**src/rtl/qdac_defines.svh**
```systemverilog
// constants for the quad dac load and thermal output block
// What this block does
// - written dac codes wait in input registers until a load occurs
// - dac register reads return the active code, not the pending one
// - load comes from strobe pin falling edge, setup bits, or load register
// - strobe acts on edges only; must rise and fall again to reload
// - dac code is straight unsigned binary, output is ref times code over 2^N
// - each reference pair input is separately buffered or unbuffered in setup
// - load setup selects internal or external reference, external after reset
// - setup bits 0-3 pick gain one or two per dac
// - control bits make dac a follow internal and dac b external temperature
// - a following dac refreshes on each finished temperature measurement
// - thermal output is 8 bits per degree, or 10 bits per quarter degree
// - setup bits 0 and 1 also set the gain, and so the thermal span, of dac a and dac b
// - 8-bit two's complement offsets give the temperature shown at zero volts
// - thermal range spans -128 to +127, default zero code at -40
// - power-down switches every dac output off to high impedance
// - software load works only when the select bit is set; else the pin
// - thermal code saturates at full scale instead of wrapping
`ifndef QDAC_DEFINES_SVH
`define QDAC_DEFINES_SVH

`define QDAC_NUM_DAC        4
`define QDAC_DAC_BITS       12
`define QDAC_TEMP_BITS      10

`define QDAC_ADDR_DAC_BASE  8'h10
`define QDAC_ADDR_DAC_MASK  8'hF8
`define QDAC_ADDR_CTRL3     8'h1A
`define QDAC_ADDR_SETUP     8'h1B
`define QDAC_ADDR_LOAD      8'h1C
`define QDAC_ADDR_INT_OFS   8'h21
`define QDAC_ADDR_EXT_OFS   8'h22

`define QDAC_CTRL3_FINE     1
`define QDAC_CTRL3_SW_SEL   3
`define QDAC_CTRL3_FOL_INT  5
`define QDAC_CTRL3_FOL_EXT  6
`define QDAC_CTRL3_PWR_DN   7

`define QDAC_SETUP_SPAN_A   0
`define QDAC_SETUP_SPAN_B   1
`define QDAC_SETUP_SW_LO    4
`define QDAC_SETUP_SW_HI    5
`define QDAC_SETUP_STORE    8'hCF

`define QDAC_LOAD_REF_INT   4
`define QDAC_LOAD_STORE     8'h10

`define QDAC_CTRL3_RST      8'h00
`define QDAC_SETUP_RST      8'h00
`define QDAC_LOAD_RST       8'h00
`define QDAC_OFS_RST        8'hD8

`define QDAC_FINE_MAX       12'sh3FF
`define QDAC_COARSE_MAX     12'sh0FF
`define QDAC_FINE_FULL      12'hFFC
`define QDAC_COARSE_FULL    12'hFF0

`define QDAC_LOAD_PULSE_NS  20
`define QDAC_CLK_NS         100
`define QDAC_LOAD_PULSE_CYC ((`QDAC_LOAD_PULSE_NS + `QDAC_CLK_NS - 1) / `QDAC_CLK_NS)

`endif

```
**src/rtl/qdac_pkg.sv**
```systemverilog
// types shared by the quad dac load and thermal output block
package qdac_pkg;
   typedef logic [11:0] qdac_code_type;
   typedef logic [7:0]  qdac_byte_type;
   typedef logic [9:0]  qdac_temp_type;
endpackage

```
**src/rtl/qdac_top.sv**
```systemverilog
// quad dac register file, deferred load and thermal output
`timescale 1ns/1ns
`include "qdac_defines.svh"

module qdac_top
   import qdac_pkg::*;
(
   // clock and reset
   input  wire logic                ref_clk_i,
   input  wire logic                nrst_i,
   // load strobe pin
   input  wire logic                dac_load_strobe_n_i,
   // register port
   input  wire logic                reg_wr_i,
   input  wire logic                reg_rd_i,
   input  wire qdac_byte_type       reg_addr_i,
   input  wire qdac_byte_type       reg_wdata_i,
   output qdac_byte_type            reg_rdata_o,
   // temperature results
   input  wire qdac_temp_type       int_temp_i,
   input  wire logic                int_temp_valid_i,
   input  wire qdac_temp_type       ext_temp_i,
   input  wire logic                ext_temp_valid_i,
   // analog controls
   output qdac_code_type [3:0]      dac_code_o,
   output logic          [3:0]      gain_double_o,
   output logic          [1:0]      ref_unbuffered_o,
   output logic                     ref_internal_o,
   output logic                     dac_power_down_o
);

////////////////////////////////////////////////////////////////////////
// registers

   qdac_byte_type       ctrl3;
   qdac_byte_type       dac_setup;
   qdac_byte_type       load_setup;
   qdac_byte_type       internal_thermal_offset;
   qdac_byte_type       external_thermal_offset;
   qdac_code_type [3:0] in_code;
   logic          [2:0] pin_sync;
   logic                pin_level;

////////////////////////////////////////////////////////////////////////
// decode

   wire logic wr_ctrl3   = reg_wr_i && (reg_addr_i == `QDAC_ADDR_CTRL3);
   wire logic wr_setup   = reg_wr_i && (reg_addr_i == `QDAC_ADDR_SETUP);
   wire logic wr_load    = reg_wr_i && (reg_addr_i == `QDAC_ADDR_LOAD);
   wire logic wr_int_ofs = reg_wr_i && (reg_addr_i == `QDAC_ADDR_INT_OFS);
   wire logic wr_ext_ofs = reg_wr_i && (reg_addr_i == `QDAC_ADDR_EXT_OFS);
   wire logic is_dac     = (reg_addr_i & `QDAC_ADDR_DAC_MASK) == `QDAC_ADDR_DAC_BASE;

   wire logic sw_sel     = ctrl3[`QDAC_CTRL3_SW_SEL];
   wire logic fine_res   = ctrl3[`QDAC_CTRL3_FINE];
   wire logic follow_int = ctrl3[`QDAC_CTRL3_FOL_INT];
   wire logic follow_ext = ctrl3[`QDAC_CTRL3_FOL_EXT];

////////////////////////////////////////////////////////////////////////
// load strobe pin

   // change taken once second and third stages agree
   wire logic pin_agree = pin_sync[1] == pin_sync[2];
   // falling edge only; level low does nothing more
   wire logic pin_fall  = pin_level && pin_agree && !pin_sync[2];
   // pin governs updates only while software load is not selected
   wire logic pin_load  = pin_fall && !sw_sel;

   always_ff @(posedge ref_clk_i) begin
      if (!nrst_i) begin
         pin_sync  <= 3'h7;
         pin_level <= 1'b1;
      end else begin
         pin_sync  <= {pin_sync[1:0], dac_load_strobe_n_i};
         if (pin_agree) begin
            pin_level <= pin_sync[2];
         end
      end
   end

////////////////////////////////////////////////////////////////////////
// thermal code

   // temperature minus offset, floored at zero, saturated at full scale
   function automatic qdac_code_type therm_code(
      input qdac_temp_type t,
      input qdac_byte_type o,
      input logic          fine
   );
      logic signed [11:0] d;
      logic signed [11:0] q;
      d = $signed({{2{t[9]}}, t}) - $signed({{2{o[7]}}, o, 2'b00});
      q = d >>> 2;
      if (d < 12'sh000) begin
         therm_code = '0;
      end else if (fine) begin
         // quarter degree steps, ten bits
         therm_code = (d > `QDAC_FINE_MAX) ? `QDAC_FINE_FULL : {d[9:0], 2'b00};
      end else begin
         // whole degree steps, eight bits
         therm_code = (q > `QDAC_COARSE_MAX) ? `QDAC_COARSE_FULL : {q[7:0], 4'h0};
      end
   endfunction

   wire qdac_code_type therm_int = therm_code(int_temp_i, internal_thermal_offset, fine_res);
   wire qdac_code_type therm_ext = therm_code(ext_temp_i, external_thermal_offset, fine_res);

   wire logic [3:0] follow = {2'b00, follow_ext, follow_int};
   wire logic [3:0] therm_upd = {2'b00, follow_ext && ext_temp_valid_i,
                                 follow_int && int_temp_valid_i};
   wire qdac_code_type [3:0] therm_src = {12'h000, 12'h000, therm_ext, therm_int};

////////////////////////////////////////////////////////////////////////
// per dac input and active code

   logic [3:0] sw_load;
   logic [3:0] load_vec;

   genvar n;
   generate
      for (n = 0; n < `QDAC_NUM_DAC; n++) begin : g_dac
         wire logic wr_lo = reg_wr_i && (reg_addr_i == 8'(`QDAC_ADDR_DAC_BASE + 2 * n));
         wire logic wr_hi = reg_wr_i && (reg_addr_i == 8'(`QDAC_ADDR_DAC_BASE + 2 * n + 1));
         wire logic sw_bit = (n < 2) ? reg_wdata_i[`QDAC_SETUP_SW_LO]
                                     : reg_wdata_i[`QDAC_SETUP_SW_HI];

         // setup bits or load register, only when selected
         assign sw_load[n]  = sw_sel && ((wr_setup && sw_bit) || (wr_load && reg_wdata_i[n]));
         assign load_vec[n] = pin_load || sw_load[n];

         always_ff @(posedge ref_clk_i) begin
            if (!nrst_i) begin
               in_code[n] <= '0;
            end else if (wr_lo) begin
               in_code[n][7:0] <= reg_wdata_i;
            end else if (wr_hi) begin
               in_code[n][11:8] <= reg_wdata_i[3:0];
            end
         end

         // output code changes only on load or thermal refresh
         always_ff @(posedge ref_clk_i) begin
            if (!nrst_i) begin
               dac_code_o[n] <= '0;
            end else if (therm_upd[n]) begin
               dac_code_o[n] <= therm_src[n];
            end else if (load_vec[n] && !follow[n]) begin
               dac_code_o[n] <= in_code[n];
            end
         end
      end
   endgenerate

////////////////////////////////////////////////////////////////////////
// control registers

   always_ff @(posedge ref_clk_i) begin
      if (!nrst_i) begin
         ctrl3 <= `QDAC_CTRL3_RST;
      end else if (wr_ctrl3) begin
         ctrl3 <= reg_wdata_i;
      end
   end

   // load bits are one-shot and never stored
   always_ff @(posedge ref_clk_i) begin
      if (!nrst_i) begin
         dac_setup <= `QDAC_SETUP_RST;
      end else if (wr_setup) begin
         dac_setup <= reg_wdata_i & `QDAC_SETUP_STORE;
      end
   end

   always_ff @(posedge ref_clk_i) begin
      if (!nrst_i) begin
         load_setup <= `QDAC_LOAD_RST;
      end else if (wr_load) begin
         load_setup <= reg_wdata_i & `QDAC_LOAD_STORE;
      end
   end

   always_ff @(posedge ref_clk_i) begin
      if (!nrst_i) begin
         internal_thermal_offset <= `QDAC_OFS_RST;
         external_thermal_offset <= `QDAC_OFS_RST;
      end else begin
         if (wr_int_ofs) begin
            internal_thermal_offset <= reg_wdata_i;
         end
         if (wr_ext_ofs) begin
            external_thermal_offset <= reg_wdata_i;
         end
      end
   end

////////////////////////////////////////////////////////////////////////
// analog control outputs

   always_ff @(posedge ref_clk_i) begin
      if (!nrst_i) begin
         gain_double_o    <= '0;
         ref_unbuffered_o <= '0;
         ref_internal_o   <= 1'b0;
         dac_power_down_o <= 1'b0;
      end else begin
         // gain bits drive the gain outputs in every mode, so they also set the thermal span of a and b
         gain_double_o    <= dac_setup[3:0];
         ref_unbuffered_o <= dac_setup[7:6];
         ref_internal_o   <= load_setup[`QDAC_LOAD_REF_INT];
         dac_power_down_o <= ctrl3[`QDAC_CTRL3_PWR_DN];
      end
   end

////////////////////////////////////////////////////////////////////////
// readback

   wire qdac_code_type rd_code = dac_code_o[reg_addr_i[2:1]];
   // dac reads show the active code, not the pending one
   wire qdac_byte_type rd_dac  = reg_addr_i[0] ? {4'h0, rd_code[11:8]} : rd_code[7:0];

   wire qdac_byte_type rd_mux =
      is_dac                                ? rd_dac :
      (reg_addr_i == `QDAC_ADDR_CTRL3)      ? ctrl3 :
      (reg_addr_i == `QDAC_ADDR_SETUP)      ? dac_setup :
      (reg_addr_i == `QDAC_ADDR_LOAD)       ? load_setup :
      (reg_addr_i == `QDAC_ADDR_INT_OFS)    ? internal_thermal_offset :
      (reg_addr_i == `QDAC_ADDR_EXT_OFS)    ? external_thermal_offset :
                                              8'h00;

   always_ff @(posedge ref_clk_i) begin
      if (!nrst_i) begin
         reg_rdata_o <= '0;
      end else if (reg_rd_i) begin
         reg_rdata_o <= rd_mux;
      end
   end
endmodule

```
**config.mk**
```make
export PLATFORM = sky130hd
export DESIGN_NAME = qdac_top
export DESIGN_NICKNAME = d
export VERILOG_FILES = /design/src/rtl/qdac_pkg.sv /design/src/rtl/qdac_top.sv
export VERILOG_INCLUDE_DIRS = /design/src /design/src/rtl
export SDC_FILE = /design/constraint.sdc
export NUM_CORES = 1
export LEC_CHECK = 0
export ABC_AREA = 1
export BUFFER_PORTS_ARGS = -buffer_cell sky130_fd_sc_hd__clkbuf_2
export CORE_MARGIN = 2
export CORE_UTILIZATION = 50
export CTS_CLUSTER_DIAMETER = 80
export CTS_CLUSTER_SIZE = 8
export DETAILED_ROUTE_END_ITERATION = 6
export PLACE_DENSITY_LB_ADDON = 0.12
export SLEW_MARGIN = 10
export SYNTH_ARGS = -nofsm -noshare
export SYNTH_HDL_FRONTEND = slang
export SYNTH_SLANG_ARGS = --single-unit
```
**constraint.sdc**
```tcl
create_clock -name ref_clk_i -period 2.34 [get_ports ref_clk_i]
set_input_delay 0.351 -clock ref_clk_i [delete_from_list [all_inputs] [get_ports ref_clk_i]]
set_output_delay 0.351 -clock ref_clk_i [all_outputs]
set_load 0.005 [all_outputs]
```
### Word-level counts from Yosys, hierarchy flattened

Cells that the tools add are included.

| word-level totals | value |
|---|---|
| bits in registers | 147 |
| input bits | 43 |
| output and inout port bits | 64 |
| logic and storage cells | 121 |

| cells by class | value |
|---|---|
| add/sub/neg operators | 2 |
| order comparisons | 7 |
| eq/ne operators | 15 |
| muxes and demuxes | 21 |
| bitwise logic cells | 4 |
| reductions and logical operators | 48 |

Operators by type and width:

| kind | count |
|---|---|
| $mux W12 | 13 |
| $eq A8 B5 Y1 const B | 11 |
| $mux W8 | 7 |
| $logic_and A1 B1 Y1 | 30 |
| $bmux W12 S2 | 1 |
| $gt A11 B11 Y1 const B | 2 |
| $lt A11 B1 Y1 const B | 2 |
| $sub A10 B10 Y11 | 2 |
| $gt A9 B9 Y1 const B | 2 |
| $eq A8 B6 Y1 const B | 2 |
| $logic_or A1 B1 Y1 | 8 |
| $reduce_and A2 Y1 | 4 |
| $eq A5 B2 Y1 const B | 1 |
| $logic_not A1 Y1 | 4 |
| $not A1 Y1 | 4 |
| $reduce_bool A2 Y1 | 2 |
| $lt A2 B3 Y1 const B | 1 |
| $eq A1 B1 Y1 | 1 |

### Depth between registers and ports, before layout

Gate-level depths: netlist of run 1.

| depth | value |
|---|---|
| depth in word-level cells | 9 |
| depth in mapped cells | 15 |
| gate-level depth less buffers | 15 |

### Worst setup path before layout of run 1

OpenSTA, ideal clock, no wires.

| path | value |
|---|---|
| path type | input-to-reg |
| start point | input port int_temp_i[2] |
| end point | register dac_code_o[10] in the netlist's numbering |
| data arrival time | 1.769 ns |
| required time | 2.276 ns |
| path slack | 0.507 ns |
| stages on the path | 14 |
| path buffers | 0 |
| cell sequence | inv_1 > ha_1 > fa_1 > inv_1 > nand2_1 > nand2_1 > nand3_1 > nand2_1 > nand2_1 > nand2_1 > nand3_1 > nand2_1 > a21oi_1 > nor2_1 |

| on the way | value |
|---|---|
| cells in the longest elaborated chain, start to end | 6 |

RTL lines:

| item | line | RTL |
|---|---|---|
| start: declaration | qdac_top.sv:20 | `input wire qdac_temp_type int_temp_i,` |
| $sub A10 B10 Y11 * | qdac_top.sv:92 | `d = $signed({{2{t[9]}}, t}) - $signed({{2{o[7]}}, o, 2'b00});` |
| $gt A11 B11 Y1 (no line) or $gt A9 B9 Y1 (tied branches) | -- |  |
| $mux W12 (on tied branches) | qdac_top.sv:98, qdac_top.sv:101 |  |
| $mux W12 | qdac_top.sv:96 | `end else if (fine) begin` |
| $mux W12 * | qdac_top.sv:94 | `if (d < 12'sh000) begin` |
| $mux W12 * | qdac_top.sv:145 | `end else if (therm_upd[n]) begin` |
| end signal: indexed assignment | qdac_top.sv:146 | `dac_code_o[n] <= therm_src[n];` |
| end signal: indexed assignment | qdac_top.sv:148 | `dac_code_o[n] <= in_code[n];` |
| end: declaration | qdac_top.sv:25 | `output qdac_code_type [3:0] dac_code_o,` |

Every way passes the cells marked *; elsewhere a longest branch is shown, timed or not.
A chain may end at the register's enable or synchronous reset.

### Worst setup path after layout of run 1

| path | value |
|---|---|
| start point | register external_thermal_offset[0] |
| end point | register dac_code_o[23] in the netlist's numbering |

| on the way | value |
|---|---|
| cells in the longest elaborated chain, start to end | 6 |

RTL lines:

| item | line | RTL |
|---|---|---|
| start: declaration | qdac_top.sv:39 | `qdac_byte_type external_thermal_offset;` |
| start signal: assignment | qdac_top.sv:185 | `` external_thermal_offset <= `QDAC_OFS_RST; `` |
| start signal: assignment | qdac_top.sv:191 | `external_thermal_offset <= reg_wdata_i;` |
| $sub A10 B10 Y11 * | qdac_top.sv:92 |  |
| $gt A11 B11 Y1 (no line) or $gt A9 B9 Y1 (tied branches) | -- |  |
| $mux W12 (on tied branches) | qdac_top.sv:98, qdac_top.sv:101 |  |
| $mux W12 | qdac_top.sv:96 |  |
| $mux W12 * | qdac_top.sv:94 |  |
| $mux W12 * | qdac_top.sv:145 |  |

Marked as above.

==> flow_summary.json, run 1 <==
{
  "synthDominantAreaCellType": "sky130_fd_sc_hd__dfxtp_1",
  "powerDensity_mw_per_mm2": 645.1,
  "worst_slew_pin_slew_ns": 0.6083,
  "antenna_left": 0,
  "final_max_slew_viol_count": 0,
  "clk_path_buf_depth": 2,
  "critical_path_arrival_ns": 2.40,
  "total_negative_setup_slack_ns": 0,
  "worst_hold_path_type": "in -> reg",
  "setup_viol": 0,
  "die_h_um": 126.1,
  "floorplan.initialDensity_pct": 51.27,
  "final_layout_size_suffix_gt1_share_pct": 16.88,
  "synth_cell_type_count": 41,
  "synth_seq_cells": 147,
  "synth_top_cell_area_share_pct": 39.49,
  "layout.nets": 1209,
  "post_drt_via_cell_ratio": 5.425,
  "syn-instance-count": 1061,
  "areaGrowthSynthToFinish_pct": 16.30,
  "place_area_mm2": 0.008089,
  "maximum_number_of_pins_on_one_net_before_global_route_repair": 105,
  "first_pass_iteration_count_of_the_detailed_router": 6,
  "std_cell_rows": 44,
  "grt_setup_unrepaired": "false",
  "number_of_enable_type_register_cells_in_the_synthesized_netlist": 0,
  "syn-num-nets": 1122,
  "clk_latency_ns": 0.43,
  "avgRoutedWirePerCell_um": 16.66,
  "port_buffers": 106,
  "cts_sinks": 147,
  "grt_pass1_vias": 6606,
  "routed-via-count": 7296,
  "outcome": "completed",
  "final_common_cell": "sky130_fd_sc_hd__nand2_1",
  "wire_length_of_the_first_global_routing_pass_mm": 35.07,
  "initial_antenna_violation_count": 1,
  "number_of_clock_buffers_inserted_by_tritoncts": 17,
  "static-leakage-power_nw": 4.241,
  "syn-cell-area_mm2": 0.007452,
  "timing.final.crit_period_ns": 2.031,
  "gp_routability_congestion": 0.9230,
  "post_cts_hold_buffer_count": 0,
  "peakVddDrop_mv": 0.4855,
  "cp_data_required_time_ns": 2.70,
  "min_period_over_period_pct": 86.78,
  "kind_of_start_point_of_the_critical_path": "register",
  "post-cts-setup-buffer-count": 0,
  "post-route-drc-count": 0,
  "layout_common_cells": "sky130_fd_sc_hd__nand2_1 (216), sky130_fd_sc_hd__dfxtp_1 (147), sky130_fd_sc_hd__a21oi_1 (123), sky130_fd_sc_hd__inv_1 (113), sky130_fd_sc_hd__nor2_1 (106)",
  "totalWireLength_mm": 22.40,
  "antennaDiodeCount": 0,
  "worst-setup-path-type": "reg -> reg",
  "async_flop_share_pct": 0,
  "avgSynthCellArea_um2": 7.024,
  "clkTransAtPathRegs_ns": 0.06,
  "max-cap-violations": 0,
  "globalRouteTotalUtil_pct": 28.31,
  "crit_fanout": 7,
  "synth_top_flop_cell": "sky130_fd_sc_hd__dfxtp_1",
  "cts_tree": "done",
  "fmaxAchievable_mhz": 492.5,
  "worst_setup_path_end_kind": "register",
  "synth.yosys.warnings": 0,
  "floorplan.die_area_mm2": 0.01590,
  "hold_viol_final": 0,
  "gates_resized_cts_repair": 0,
  "hpwlAfterDp_mm": 16.16,
  "cts-htree-levels": 4,
  "sequential_area_share_after_synthesis_pct": 39.49,
  "ys_top_cells_by_area": "sky130_fd_sc_hd__dfxtp_1 (39%), sky130_fd_sc_hd__nand2_1 (11%), sky130_fd_sc_hd__a21oi_1 (8.3%)",
  "clock_tree.root_cell": "sky130_fd_sc_hd__clkbuf_16",
  "grt_overflow_total": 0,
  "skew_ns": 0.009307,
  "max-slew-margin-rel_pct": 59.31,
  "die_w_um": 126.1,
  "layout.cell_area.non_filler_mm2": 0.008667,
  "core_region_area_mm2": 0.01453,
  "ios": 107,
  "dr.first_iter.drc_count": 486
}
-- through the flow --
stage	hold slack, ns	std cells	utilization [%]	power [mW]	worst slack (ns)
after floorplan	0.3925	1061	-	2.836	0.5072
after global placement	0.3939	1313	55.66	2.998	0.2230
after detailed placement	0.3977	1313	55.66	2.998	0.1987
after CTS	0.09654	1345	59.63	5.619	0.3107
after global routing	0.1000	1345	59.63	5.781	0.08276
final	0.1112	1345	59.63	5.591	0.3094
-- worst paths after layout --
path / start / end / cells past startpoint / slack (ns)
min: dac_load_strobe_n_i / pin_sync[0]$_SDFF_PN1_ / 2 / 0.11
min reg2reg: pin_sync[0]$_SDFF_PN1_ / pin_sync[1]$_SDFF_PN1_ / 1 / 0.41
max: external_thermal_offset[0]$_SDFFE_PN0P_ / dac_code_o[23]$_SDFFE_PN0P_ / 13 / 0.31
max reg2reg: external_thermal_offset[0]$_SDFFE_PN0P_ / dac_code_o[23]$_SDFFE_PN0P_ / 13 / 0.31
-- per-layer routing --
metal / track usage [%] / up-vias / wire (µm)
met5: 0 / - / 0
met4: 10.99 / 0 / 600
met3: 5.310 / 42 / 1182
met2: 43.30 / 222 / 9874
met1: 39.69 / 3367 / 10750
li1: - / 3665 / -
-- cell usage after synthesis (3+ instances only) --
| master | count |
|---|---|
| sky130_fd_sc_hd__a21oi_1 | 123 |
| sky130_fd_sc_hd__xor2_1 | 4 |
| sky130_fd_sc_hd__nand2_1 | 216 |
| sky130_fd_sc_hd__nand3_1 | 77 |
| sky130_fd_sc_hd__a31oi_1 | 4 |
| sky130_fd_sc_hd__nand4_1 | 5 |
| sky130_fd_sc_hd__nor2_1 | 106 |
| sky130_fd_sc_hd__clkbuf_1 | 29 |
| sky130_fd_sc_hd__o21ai_0 | 74 |
| sky130_fd_sc_hd__inv_2 | 6 |
| sky130_fd_sc_hd__o22ai_1 | 3 |
| sky130_fd_sc_hd__buf_2 | 19 |
| sky130_fd_sc_hd__dfxtp_1 | 147 |
| sky130_fd_sc_hd__or2_2 | 4 |
| sky130_fd_sc_hd__o211ai_1 | 12 |
| sky130_fd_sc_hd__o21ai_1 | 6 |
| sky130_fd_sc_hd__nand3b_1 | 19 |
| sky130_fd_sc_hd__inv_1 | 113 |
| sky130_fd_sc_hd__o2111ai_1 | 4 |
| sky130_fd_sc_hd__buf_6 | 4 |
| sky130_fd_sc_hd__nor2_2 | 5 |
| sky130_fd_sc_hd__a211oi_1 | 26 |
| sky130_fd_sc_hd__buf_4 | 3 |
| sky130_fd_sc_hd__ha_1 | 16 |
| sky130_fd_sc_hd__nor2_4 | 6 |
| sky130_fd_sc_hd__nand2_2 | 5 |
| sky130_fd_sc_hd__clkinv_1 | 4 |
-- state kept, by name, summed over array words and instances, names as in the netlist --
register,flops
dac_code_o,48
ref_internal_o,1
ctrl3,8
in_code,48
load_setup,1
gain_double_o,4
reg_rdata_o,8
dac_power_down_o,1
ref_unbuffered_o,2
pin_sync,3
pin_level,1
internal_thermal_offset,8
dac_setup,6
external_thermal_offset,8
-- worst max-delay path, stage by stage (launching register included) --
cell and delay, ns:
sky130_fd_sc_hd__dfxtp_1 0.35, sky130_fd_sc_hd__ha_1 0.23, sky130_fd_sc_hd__fa_1 0.40, sky130_fd_sc_hd__inv_1 0.07, sky130_fd_sc_hd__nand2_1 0.04, sky130_fd_sc_hd__nand2_1 0.11
sky130_fd_sc_hd__nand4_1 0.09, sky130_fd_sc_hd__nand2_1 0.08, sky130_fd_sc_hd__nand3_1 0.20, sky130_fd_sc_hd__nor2_1 0.15, sky130_fd_sc_hd__nor2_1 0.05, sky130_fd_sc_hd__nand2_1 0.06
sky130_fd_sc_hd__clkinv_1 0.05, sky130_fd_sc_hd__nor2_1 0.08
-- where the power goes --
part	internal [mW]	switching, mW
Clock	1.53	1.11
Combinational	0.130	0.281
Sequential	2.52	0.0141
-- logic make-up after synthesis --
kind of cell	Yosys count	share of synthesized area, %
adder cells (fa/ha/maj)	18	3.224
AO/OA/AOI/OAI	256	18.96
buffers and inverters	181	10.01
AND/OR/NAND/NOR	453	27.62
XOR/XNOR	6	0.7052
flip-flops	147	39.49
-- cell type report --
type                    instances  area (µm²)
clock buffers                  19       452.9
clock inverters                13       125.1
fillers                      1469        5867
inverters                     124       466.7
multi-input cells             733        3764
flip-flops and latches        147        2943
well taps                     184       230.2
repair buffers                125       685.7
No activity file was read; power rests on OpenSTA's default activity.
==> run 2, diff against run 1 <==
--- a/config.mk
+++ b/config.mk
@@ -6,7 +6,6 @@
 export SDC_FILE = /design/constraint.sdc
 export NUM_CORES = 1
 export LEC_CHECK = 0
-export ABC_AREA = 1
 export BUFFER_PORTS_ARGS = -buffer_cell sky130_fd_sc_hd__clkbuf_2
 export CORE_MARGIN = 2
 export CORE_UTILIZATION = 50
==> flow_summary.json, run 2 <==
{
  "static-leakage-power_nw": 3.398,
  "critical_path_arrival_ns": 2.59,
  "floorplan.die_area_mm2": 0.01518,
  "cts-htree-levels": 4,
  "dr.first_iter.drc_count": 420,
  "peakVddDrop_mv": 0.6118,
  "max-slew-margin-rel_pct": 59.11,
  "min_period_over_period_pct": 95.93,
  "cts_sinks": 147,
  "depth_of_the_worst_register_to_register_path": 8,
  "synth_top_cell_area_share_pct": 41.43,
  "post_drt_via_cell_ratio": 5.810,
  "n_fill_cell": 1184,
  "number_of_clock_buffers_inserted_by_tritoncts": 17,
  "clock_tree.root_cell": "sky130_fd_sc_hd__clkbuf_16",
  "worst-setup-path-type": "reg -> reg",
  "first_pass_iteration_count_of_the_detailed_router": 4,
  "die_h_um": 123.2,
  "sequential_area_share_after_synthesis_pct": 41.43,
  "largestRegisters": "dac_code_o: 48 flops, in_code: 48 flops",
  "post-route-util_pct": 62.23,
  "layout.nets": 924,
  "antennaDiodeCount": 0,
  "avgSynthCellArea_um2": 9.358,
  "async_flop_share_pct": 0,
  "cp_data_required_time_ns": 2.68,
  "whs_ns": 0.1131,
  "synth_top_cells_by_count": "sky130_fd_sc_hd__dfxtp_1 (147), sky130_fd_sc_hd__mux2i_1 (78), sky130_fd_sc_hd__nor2b_1 (77), sky130_fd_sc_hd__nand2_1 (59), sky130_fd_sc_hd__o21ai_0 (58)",
  "post-route-drc-count": 0,
  "core_region_area_mm2": 0.01388,
  "die_w_um": 123.2,
  "routed-via-count": 6135,
  "power.net_switching_mw": 1.291,
  "hold_path_depth": 2,
  "wire_length_of_the_first_global_routing_pass_mm": 32.33,
  "synthDominantAreaCellType": "sky130_fd_sc_hd__dfxtp_1",
  "maximum_number_of_pins_on_one_net_before_global_route_repair": 73,
  "ios": 107,
  "final_common_cell": "sky130_fd_sc_hd__dfxtp_1",
  "total_power_mw": 5.977,
  "clkTransAtPathRegs_ns": 0.06,
  "floorplan.initialDensity_pct": 51.17,
  "clk_path_buf_depth": 2,
  "gp_routability_congestion": 0.9195,
  "hpwlAfterDp_mm": 15.04,
  "cts_tree": "done",
  "ys_top_cells_by_area": "sky130_fd_sc_hd__dfxtp_1 (41%), sky130_fd_sc_hd__mux2i_1 (11%), sky130_fd_sc_hd__nor2b_1 (6.8%)",
  "port_buffers": 106,
  "worst_hold_path_type": "in -> reg",
  "avgRoutedWirePerCell_um": 20.00,
  "p_clk_share_pct": 51.7,
  "number_of_enable_type_register_cells_in_the_synthesized_netlist": 0,
  "syn-instance-count": 759,
  "post_cts_hold_buffer_count": 0,
  "layout_common_cells": "sky130_fd_sc_hd__dfxtp_1 (147), sky130_fd_sc_hd__clkbuf_2 (105), sky130_fd_sc_hd__mux2i_1 (78), sky130_fd_sc_hd__nor2b_1 (77), sky130_fd_sc_hd__nand2_1 (59)",
  "initial_antenna_violation_count": 0,
  "globalRouteTotalUtil_pct": 28.78,
  "post_layout_nonfiller_instances": 1056,
  "antenna_left": 0,
  "crit_fanout": 3,
  "final_layout_size_suffix_gt1_share_pct": 23.29,
  "placed_cells_incl_taps": 1024,
  "max-cap-violations": 0,
  "worst_setup_path_end_kind": "register",
  "outcome": "completed",
  "areaGrowthSynthToFinish_pct": 21.61,
  "cell_with_the_most_instances_after_synthesis": "sky130_fd_sc_hd__dfxtp_1",
  "syn-num-nets": 820,
  "synth_cell_type_count": 57,
  "kind_of_start_point_of_the_critical_path": "register",
  "skew_ns": 0.006762,
  "setup_viol": 0,
  "syn-cell-area_mm2": 0.007103,
  "timing.final.crit_period_ns": 2.245,
  "final_max_slew_viol_count": 0,
  "powerDensity_mw_per_mm2": 691.9,
  "synth.yosys.warnings": 0,
  "grt_setup_unrepaired": "false",
  "power.share.sequential_pct": 42.3,
  "share_comb_of_total_power_pct": 6.0,
  "clk_latency_ns": 0.42,
  "hold_viol_final": 0,
  "internal_power_mw": 4.686,
  "worst_slew_pin_slew_ns": 0.6121,
  "area_occupied_by_multi_input_gates_mm2": 0.003855,
  "power.switching_fraction_pct": 21.60,
  "totalWireLength_mm": 21.12,
  "synth_top_flop_cell": "sky130_fd_sc_hd__dfxtp_1",
  "grt_overflow_total": 0,
  "std_cell_rows": 43,
  "fmaxAchievable_mhz": 445.5,
  "grt_pass1_vias": 5837,
  "synth_seq_cells": 147,
  "area.sequential_mm2": 0.002943
}
## run 2: changes by cell type after synthesis, sizes merged, moves of 41 or more
cell   previous run  this run
mux2i             0        78
a21oi           123        32
nor2b             0        77
nand3            80        39
inv             119        25
nand2           222        59
nor2            117        21
## run 2: critical path, stage by stage (launching register included)
cell,delay [ns]
sky130_fd_sc_hd__dfxtp_1,0.32
sky130_fd_sc_hd__ha_1,0.21
sky130_fd_sc_hd__fa_1,0.38
sky130_fd_sc_hd__nand2b_1,0.19
sky130_fd_sc_hd__a21oi_2,0.15
sky130_fd_sc_hd__o21a_1,0.15
sky130_fd_sc_hd__o31a_1,0.16
sky130_fd_sc_hd__or3b_2,0.45
sky130_fd_sc_hd__a31oi_1,0.16
## run 2: logic make-up (layout without fill, tap and decap cells)
family	count (synthesis)	in the layout	share of synthesized area, %
AO/OA/AOI/OAI	181	181	16.14
XOR/XNOR	3	3	0.3700
flip-flops	147	147	41.43
buffers and inverters	78	195	4.439
adder cells (fa/ha/maj)	18	18	3.382
multiplexers	90	90	14.80
AND/OR/NAND/NOR	242	242	19.45
## run 2: what timing repair did
action	4_1_cts	5_1_grt
gates resized for setup	0	2
setup buffers	0	0
setup endpoints to repair	0	3
## run 2: final cells by class
type	count	area share [%]
Multi-Input combinational cell	534	44.63
Sequential cell	147	34.07
Timing Repair Buffer	138	9.820
Clock buffer	19	5.127
Clock inverter	13	2.665
Tap cell	180	2.607
Inverter	25	1.086
## run 2: power groups by stage
stage | registers, mW | logic (mW) | clock network [mW]
6_report | 2.53 | 0.360 | 3.09
3_5_place_dp | 2.58 | 0.354 | 0
3_3_place_gp | 2.58 | 0.347 | 0
2_1_floorplan | 2.58 | 0.216 | 0
5_1_grt | 2.53 | 0.388 | 3.22
4_1_cts | 2.53 | 0.356 | 3.11
## run 2: metal layers
layer	share of wire (%)	GRT usage, %
met4	3.1	11.15
met3	7.0	6.042
met5	0	0
met1	43	37.80
met2	47	46.46
## run 2: final timing paths
kind                                                               from                           to  slack [ns]
worst max-delay path            internal_thermal_offset[0]$_SDFFE_PN0P_  dac_code_o[10]$_SDFFE_PN0P_         0.1
worst min-delay path                                dac_load_strobe_n_i       pin_sync[0]$_SDFF_PN1_        0.11
worst max register to register  internal_thermal_offset[0]$_SDFFE_PN0P_  dac_code_o[10]$_SDFFE_PN0P_         0.1
worst min register to register                   pin_sync[0]$_SDFF_PN1_       pin_sync[1]$_SDFF_PN1_        0.41
## run 2: stage by stage
stage	area, µm²	worst slack [ns]	setup TNS, ns
after floorplan	7103	0.1425	0
after global placement	7955	-0.03696	-0.03696
after detailed placement	7955	-0.07667	-0.07667
after CTS	8628	0.06786	0
after global routing	8638	0.003783	0
final	8638	0.09535	0
